**config.mk**
```make
export PLATFORM = sky130hd
export DESIGN_NAME = dft_top
export DESIGN_NICKNAME = d
export VERILOG_FILES = /design/src/inc/dft_pkg.sv /design/src/hdl/dft_top.sv
export VERILOG_INCLUDE_DIRS = /design/src /design/src/inc
export SDC_FILE = /design/constraint.sdc
export NUM_CORES = 2
export LEC_CHECK = 0
export BUFFER_PORTS_ARGS = -buffer_cell sky130_fd_sc_hd__buf_4
export CORE_MARGIN = 2
export CORE_UTILIZATION = 40
export CTS_BUF_LIST = sky130_fd_sc_hd__clkbuf_8 sky130_fd_sc_hd__clkbuf_16
export DETAILED_ROUTE_END_ITERATION = 8
export GPL_TIMING_DRIVEN = 1
export SETUP_SLACK_MARGIN = 0.15
export SKIP_LAST_GASP = 1
export SYNTH_ARGS = -nofsm -noshare
export SYNTH_HDL_FRONTEND = slang
export SYNTH_SLANG_ARGS = --single-unit
```
**constraint.sdc**
```tcl
create_clock -name hclk -period 8.2 [get_ports hclk]
set_input_delay 1.23 -clock hclk [delete_from_list [all_inputs] [get_ports hclk]]
set_output_delay 1.23 -clock hclk [all_outputs]
set_load 0.05 [all_outputs]
```
**src/inc/dft_defines.svh**
```systemverilog
`ifndef DFT_DEFINES_SVH
`define DFT_DEFINES_SVH

// Register byte addresses
`define DFT_GEN_CFG_ADDR 32'h0000_8300
`define DFT_OUT_CFG_ADDR 32'h0000_8304
`define DFT_STATUS_ADDR 32'h0000_8308
`define DFT_PIX_PORT_ADDR 32'h0000_8378
`define DFT_CMP_PORT_ADDR 32'h0000_837C

// Field positions, general_display_configuration
`define DFT_GEN_TEST_BIT 0
`define DFT_GEN_LOAD_BIT 1
// Field positions, output_configuration
`define DFT_OUT_TEST_BIT 0
`define DFT_OUT_RSEL_BIT 1
// Field positions, status
`define DFT_ST_PWPTR_LSB 0
`define DFT_ST_PRPTR_LSB 4
`define DFT_ST_CWPTR_LSB 8
`define DFT_ST_CRPTR_LSB 12
`define DFT_ST_PPRIME_BIT 16
`define DFT_ST_CPRIME_BIT 17
`define DFT_ST_PWHALF_BIT 18
`define DFT_ST_PRHALF_BIT 19

// Reset values
`define DFT_GEN_RESET 2'h2
`define DFT_OUT_RESET 2'h0
`define DFT_ZERO32 32'h0000_0000

// Fifo geometry
`define DFT_PIX_DEPTH 8
`define DFT_PIX_AW 3
`define DFT_CMP_DEPTH 16
`define DFT_CMP_AW 4

// Transfer type bit that marks NONSEQ or SEQ
`define DFT_HTRANS_ACTIVE_BIT 1

`endif

```
**src/inc/dft_pkg.sv**
```systemverilog
package dft_pkg;

  typedef enum logic [2:0]
  {
    DFT_SEL_NONE,
    DFT_SEL_GEN,
    DFT_SEL_OUT,
    DFT_SEL_STATUS,
    DFT_SEL_PIX,
    DFT_SEL_CMP
  } dft_sel_t;

  typedef struct packed
  {
    logic test_access_enable;
    logic display_fifo_load_enable;
    logic out_test_enable;
    logic compressed_fifo_read_select;
  } dft_cfg_t;

endpackage

```
**src/hdl/dft_top.sv**
```systemverilog
`timescale 1ns/1ps
// Notes on behaviour
// - Pixel entries are 64 bits; two port writes fill one entry.
// - Pixel write pointer steps after every second pixel port write.
// - One ignored read after writing loads the pixel output latch.
// - After priming, reads of either port return written data in order.
// - Pixel read pointer steps after every second pixel port read.
// - Compressed write pointer steps after every compressed port write made with read select low.
// - Read select high enables compressed reads; one ignored read primes latch.
// - Compressed read pointer steps after every compressed port read.
`include "dft_defines.svh"

module dft_top
  import dft_pkg::*;
(
  // Clock and reset
  input wire logic hclk,
  input wire logic hresetn,
  // AHB-Lite slave
  input wire logic hsel,
  input wire logic [31:0] haddr,
  input wire logic [1:0] htrans,
  input wire logic hwrite,
  input wire logic [2:0] hsize,
  input wire logic [31:0] hwdata,
  input wire logic hready,
  output logic hreadyout,
  output logic hresp,
  output logic [31:0] hrdata
);
  // ****************************************
  // Address decode
  // ****************************************
  function automatic dft_sel_t addr_sel(input logic [31:0] a);
    case (a)
      `DFT_GEN_CFG_ADDR: addr_sel = DFT_SEL_GEN;
      `DFT_OUT_CFG_ADDR: addr_sel = DFT_SEL_OUT;
      `DFT_STATUS_ADDR: addr_sel = DFT_SEL_STATUS;
      `DFT_PIX_PORT_ADDR: addr_sel = DFT_SEL_PIX;
      `DFT_CMP_PORT_ADDR: addr_sel = DFT_SEL_CMP;
      default: addr_sel = DFT_SEL_NONE;
    endcase
  endfunction
  dft_cfg_t cfg_reg;
  dft_sel_t wsel_reg, asel;
  logic acc, pix_en, cmp_wen, cmp_ren;
  logic rd_pix, rd_cmp, wr_pix, wr_cmp;
  // Transfer size is ignored: only whole words are expected
  assign acc = hsel & hready & htrans[`DFT_HTRANS_ACTIVE_BIT];
  assign asel = addr_sel(haddr);
  assign pix_en = cfg_reg.test_access_enable & ~cfg_reg.display_fifo_load_enable;
  assign cmp_wen = pix_en & cfg_reg.out_test_enable & ~cfg_reg.compressed_fifo_read_select;
  assign cmp_ren = pix_en & cfg_reg.out_test_enable & cfg_reg.compressed_fifo_read_select;
  assign rd_pix = acc & ~hwrite & (asel == DFT_SEL_PIX) & pix_en;
  assign rd_cmp = acc & ~hwrite & (asel == DFT_SEL_CMP) & cmp_ren;
  assign wr_pix = (wsel_reg == DFT_SEL_PIX) & pix_en;
  assign wr_cmp = (wsel_reg == DFT_SEL_CMP) & cmp_wen;
  // Write effects land in the data phase, one edge after the address
  always_ff @(posedge hclk or negedge hresetn)
  begin
    if (!hresetn)
      wsel_reg <= DFT_SEL_NONE;
    else
      wsel_reg <= (acc & hwrite) ? asel : DFT_SEL_NONE;
  end
  // ****************************************
  // Configuration registers
  // ****************************************
  always_ff @(posedge hclk or negedge hresetn)
  begin
    if (!hresetn)
    begin
      cfg_reg.test_access_enable <= 1'(`DFT_GEN_RESET >> `DFT_GEN_TEST_BIT);
      cfg_reg.display_fifo_load_enable <= 1'(`DFT_GEN_RESET >> `DFT_GEN_LOAD_BIT);
      cfg_reg.out_test_enable <= 1'(`DFT_OUT_RESET >> `DFT_OUT_TEST_BIT);
      cfg_reg.compressed_fifo_read_select <= 1'(`DFT_OUT_RESET >> `DFT_OUT_RSEL_BIT);
    end
    else if (wsel_reg == DFT_SEL_GEN)
    begin
      cfg_reg.test_access_enable <= hwdata[`DFT_GEN_TEST_BIT];
      cfg_reg.display_fifo_load_enable <= hwdata[`DFT_GEN_LOAD_BIT];
    end
    else if (wsel_reg == DFT_SEL_OUT)
    begin
      cfg_reg.out_test_enable <= hwdata[`DFT_OUT_TEST_BIT];
      cfg_reg.compressed_fifo_read_select <= hwdata[`DFT_OUT_RSEL_BIT];
    end
  end

  // ****************************************
  // Pixel fifo, 64-bit entries
  // ****************************************
  logic [63:0] pmem [`DFT_PIX_DEPTH];
  logic [`DFT_PIX_AW-1:0] pwptr, prptr;
  logic [31:0] pw_low;
  logic [63:0] p_latch;
  logic pw_half, p_primed, p_rhalf;
  always_ff @(posedge hclk)
  begin
    if (wr_pix & pw_half)
      pmem[pwptr] <= {hwdata, pw_low};
  end
  // First write of a pair is the low word
  always_ff @(posedge hclk or negedge hresetn)
  begin
    if (!hresetn)
    begin
      pwptr <= '0;
      pw_low <= `DFT_ZERO32;
      pw_half <= 1'b0;
    end
    else if (wr_pix)
    begin
      if (pw_half)
      begin
        pwptr <= pwptr + 1'b1;
        pw_half <= 1'b0;
      end
      else
      begin
        pw_low <= hwdata;
        pw_half <= 1'b1;
      end
    end
  end

  // Reload of the latch lands on the read's own edge, so back-to-back reads need no gap
  always_ff @(posedge hclk or negedge hresetn)
  begin
    if (!hresetn)
    begin
      prptr <= '0;
      p_latch <= '0;
      p_primed <= 1'b0;
      p_rhalf <= 1'b0;
    end
    else if (wr_pix)
      p_primed <= 1'b0;
    else if (rd_pix)
    begin
      if (!p_primed)
      begin
        p_latch <= pmem[prptr];
        p_primed <= 1'b1;
        p_rhalf <= 1'b0;
      end
      else if (p_rhalf)
      begin
        prptr <= prptr + 1'b1;
        p_latch <= pmem[prptr + 1'b1];
        p_rhalf <= 1'b0;
      end
      else
        p_rhalf <= 1'b1;
    end
  end

  // ****************************************
  // Compressed fifo, 32-bit entries
  // ****************************************
  logic [31:0] cmem [`DFT_CMP_DEPTH];
  logic [`DFT_CMP_AW-1:0] cwptr, crptr;
  logic [31:0] c_latch;
  logic c_primed;
  always_ff @(posedge hclk)
  begin
    if (wr_cmp)
      cmem[cwptr] <= hwdata;
  end
  always_ff @(posedge hclk or negedge hresetn)
  begin
    if (!hresetn)
      cwptr <= '0;
    else if (wr_cmp)
      cwptr <= cwptr + 1'b1;
  end

  always_ff @(posedge hclk or negedge hresetn)
  begin
    if (!hresetn)
    begin
      crptr <= '0;
      c_latch <= `DFT_ZERO32;
      c_primed <= 1'b0;
    end
    else if (wr_cmp)
      c_primed <= 1'b0;
    else if (rd_cmp)
    begin
      if (!c_primed)
      begin
        c_latch <= cmem[crptr];
        c_primed <= 1'b1;
      end
      else
      begin
        crptr <= crptr + 1'b1;
        c_latch <= cmem[crptr + 1'b1];
      end
    end
  end

  // ****************************************
  // Read data and response
  // ****************************************
  logic [31:0] rdata_next;
  always_comb
  begin
    rdata_next = `DFT_ZERO32;
    case (asel)
      DFT_SEL_GEN:
      begin
        rdata_next[`DFT_GEN_TEST_BIT] = cfg_reg.test_access_enable;
        rdata_next[`DFT_GEN_LOAD_BIT] = cfg_reg.display_fifo_load_enable;
      end
      DFT_SEL_OUT:
      begin
        rdata_next[`DFT_OUT_TEST_BIT] = cfg_reg.out_test_enable;
        rdata_next[`DFT_OUT_RSEL_BIT] = cfg_reg.compressed_fifo_read_select;
      end
      DFT_SEL_STATUS:
      begin
        rdata_next[`DFT_ST_PWPTR_LSB +: `DFT_PIX_AW] = pwptr;
        rdata_next[`DFT_ST_PRPTR_LSB +: `DFT_PIX_AW] = prptr;
        rdata_next[`DFT_ST_CWPTR_LSB +: `DFT_CMP_AW] = cwptr;
        rdata_next[`DFT_ST_CRPTR_LSB +: `DFT_CMP_AW] = crptr;
        rdata_next[`DFT_ST_PPRIME_BIT] = p_primed;
        rdata_next[`DFT_ST_CPRIME_BIT] = c_primed;
        rdata_next[`DFT_ST_PWHALF_BIT] = pw_half;
        rdata_next[`DFT_ST_PRHALF_BIT] = p_rhalf;
      end
      DFT_SEL_PIX:
        if (rd_pix & p_primed)
          rdata_next = p_rhalf ? p_latch[63:32] : p_latch[31:0];
      DFT_SEL_CMP:
        if (rd_cmp & c_primed)
          rdata_next = c_latch;
      default:
        rdata_next = `DFT_ZERO32;
    endcase
  end
  always_ff @(posedge hclk or negedge hresetn)
  begin
    if (!hresetn)
      hrdata <= `DFT_ZERO32;
    else if (acc & ~hwrite)
      hrdata <= rdata_next;
  end
  // Zero wait states: every access completes OKAY
  always_ff @(posedge hclk or negedge hresetn)
  begin
    if (!hresetn)
      {hreadyout, hresp} <= 2'h0;
    else
      {hreadyout, hresp} <= 2'h2;
  end
endmodule

```
==> run metrics <==
CTS resizes=0; r2r startpoint=crptr[1]; post-synth top area cell=edfxtp_1; async set-reset flop share out of synthesis=0.154; Post-synth EDFFs=1024; DRC violation total after the first TritonRoute iteration=around 3300; hold path cells=2; # nets final=3078; Routed WL=146000 um; worst slew pin tran=approximately 1.3 ns; total congestion overflow=0; Pleak=~19 nW; highest clock rate=0.232 GHz; RSZ-0062 raised after global routing=no; Reg2Reg Depth=7; area share of the leading cell type in the synthesized netlist=0.560; Hold WC Path Type=reg2reg; PD cells=203 mW/mm^2; GRT Overall Usage=0.209; Slew headroom=0.135; M3 GR Usage=0.0513; grt met2 use=0.336; M1 GR Usage=0.282; CP Capture Type=flop; Reg clk slew, reported paths=~0.060 ns; Placed Area=0.0577 mm^2; Filler cells=between 10000 and 15000; Ys Warns=0; Die Span X=374 um; mean routed wirelength per cell=29.9 um; drt drc=0; Worst R2R End=c_latch[25]; Die Area=0.140 mm^2; cts bufs inserted=133; Fin Setup TNS=0 ns; most frequent cells in the layout=edfxtp_1 (1024), mux4_2 (544), nand2_1 (210); post-synthesis sequential area ratio=0.645; biggest regs=cmem x512, pmem x512, p_latch x64; commonest non-fill, non-tap cell in the layout=edfxtp_1; hold slack=0.474 ns; largest net degree at the start of global routing=136; status=complete, no violations; Top-Level Pins=108; Port Buffers=102; WP data required=8.78 ns; Starting Density=0.404; worst skew pair latency=roughly 0.74 ns; share of cells above drive strength 1=0.348; design area=0.0620 mm^2; main area contributors after synthesis=edfxtp_1 (56%), mux4_2 (22%), dfrtp_1 (8.4%); Die Span Y=374 um; FF-to-FF setup slack=3.89 ns; max-slew violations=0; Mapped Area=~0.055 mm^2; Std-Cell Rows=about 140; routability cong.=about 0.75; CTS tree=yes; placed wire-length estimate=79500 um; Tmin final=around 4.3 ns; crit start category=flop; gate count of the mapped netlist=2907; grt peak-use layer=met2; H-tree depth=4; vias=around 30000; CTS max path bufs=3; Max VDD drop=between 150 and 200 uV; Max Cap Violations=0; Crit. Startpoint=crptr[1]; CP Class=reg2reg; Reg power frac=0.527; drt pass-1 iters=8; vias in the first global route=31251; Worst setup endpoint=c_latch[25]; Post-synth top flop=edfxtp_1; combinational power share=0.010; core box area=0.136 mm^2; first-pass GRT wire length=213000 um; library cells used by synthesis=55; skew final=0.0202 ns; initial antenna violation count=5; endpoints failing hold=0; Final WS setup=3.89 ns; post-CTS setup buffer count=0; crit share post-route=0.526; Net Count, Synth=2988; hold_buf cts=0; P&R area growth vs syn=13.0%; Place WS=3.77 ns; crit path DAT=4.89 ns; Clock Power Share=0.463; Vias/cell=slightly above 6; clk sinks=1210; Switching Fraction=0.199; Root Buffer=clkbuf_16; Avg Cell Area, Syn=18.9 um^2; crit path max fanout=a little under 60; Int Pwr=0.0101 W; Synth Register Bits=about 1200; Routed Antenna Nets=0; setup violators final=0; Psw=0.00251 W
-- cell usage after synthesis (8+ instances only) --
| library cell | count |
|---|---|
| a21oi_1 | 66 |
| mux2_2 | 117 |
| clkbuf_1 | 95 |
| nor2_1 | 93 |
| o21ai_1 | 82 |
| a32oi_1 | 61 |
| mux2i_1 | 116 |
| xnor2_1 | 8 |
| buf_1 | 22 |
| nor3_1 | 14 |
| edfxtp_1 | 1024 |
| nand2_1 | 211 |
| buf_6 | 9 |
| o21ai_0 | 63 |
| a2bb2oi_1 | 14 |
| nor4_1 | 8 |
| dfrtp_1 | 185 |
| buf_2 | 85 |
| mux4_2 | 544 |
-- logic make-up (layout without fill, tap and decap cells) --
kind of cell | after synthesis | after routing | share of synthesized area
muxes | 777 | 777 | 0.268
DFF | 1210 | 1210 | 0.645
xor gates and xnor gates | 15 | 15 | 0.00267
and+or+nand+nor | 374 | 374 | 0.0298
other | 2 | 4 | 0.000137
buffers and inverters | 223 | 423 | 0.0189
AOI/OAI and AO/OA | 299 | 299 | 0.0335
adders and majority gates | 7 | 7 | 0.00160
-- power groups by stage --
| stage | sequential (W) | combinational [W] | clock [W] |
|---|---|---|---|
| global placement | 0.00678 | 0.000121 | 0 |
| CTS | 0.00665 | 0.000129 | 0.00595 |
| global route | 0.00665 | 0.000140 | 0.00619 |
| floorplan | 0.00678 | 0.00000652 | 0 |
| detailed placement | 0.00678 | 0.000129 | 0 |
| finish | 0.00665 | 0.000128 | 0.00584 |
-- worst min path at each step --
| stage | endpoint | slack [ns] | start |
|---|---|---|---|
| 3_3_place_gp | p_latch[40] | 0.46 | p_latch[40] |
| 2_1_floorplan | p_latch[34] | 0.44 | p_latch[34] |
| 6_report | hrdata[30] | 0.47 | c_latch[30] |
| 5_1_grt | p_latch[46] | 0.49 | p_latch[46] |
| 3_5_place_dp | hrdata[28] | 0.46 | c_latch[28] |
| 4_1_cts | hrdata[30] | 0.48 | c_latch[30] |
-- per-stage QoR --
stage	cells	power (W)	utilization
after CTS	4888	0.0127	0.457
after global routing	4889	0.0130	0.457
final	4890	0.0126	0.457
after global placement	4643	0.00690	0.425
after floorplan	2907	0.00679	-
after detailed placement	4643	0.00691	0.425
-- per-layer routing --
metal,part of all wire,wire [um]
met3,0.089,12900
met4,0.026,3730
met5,0.00021,31
met2,0.48,69900
met1,0.41,59400
-- worst max-delay path, cell delays in order, from the launching register on --
cell and delay [ns]:
dfrtp_4 1.08, ha_4 0.91, buf_4 0.97, mux4_2 0.62
mux2i_1 0.19, a32oi_1 0.07, o21ai_1 0.13, o21ai_1 0.07
-- cell type report --
type	count	area, um^2	area share
sequential	1210	35400	0.571
multi-input combinational	1474	18700	0.301
clock buffer	151	3610	0.0582
tap	1781	2230	0.0359
timing repair buffer	173	1340	0.0217
clock inverter	94	698	0.0113
inverter	5	18.8	0.000303
antenna	2	5.00	0.0000807
Power figures use the tool's default switching activity.
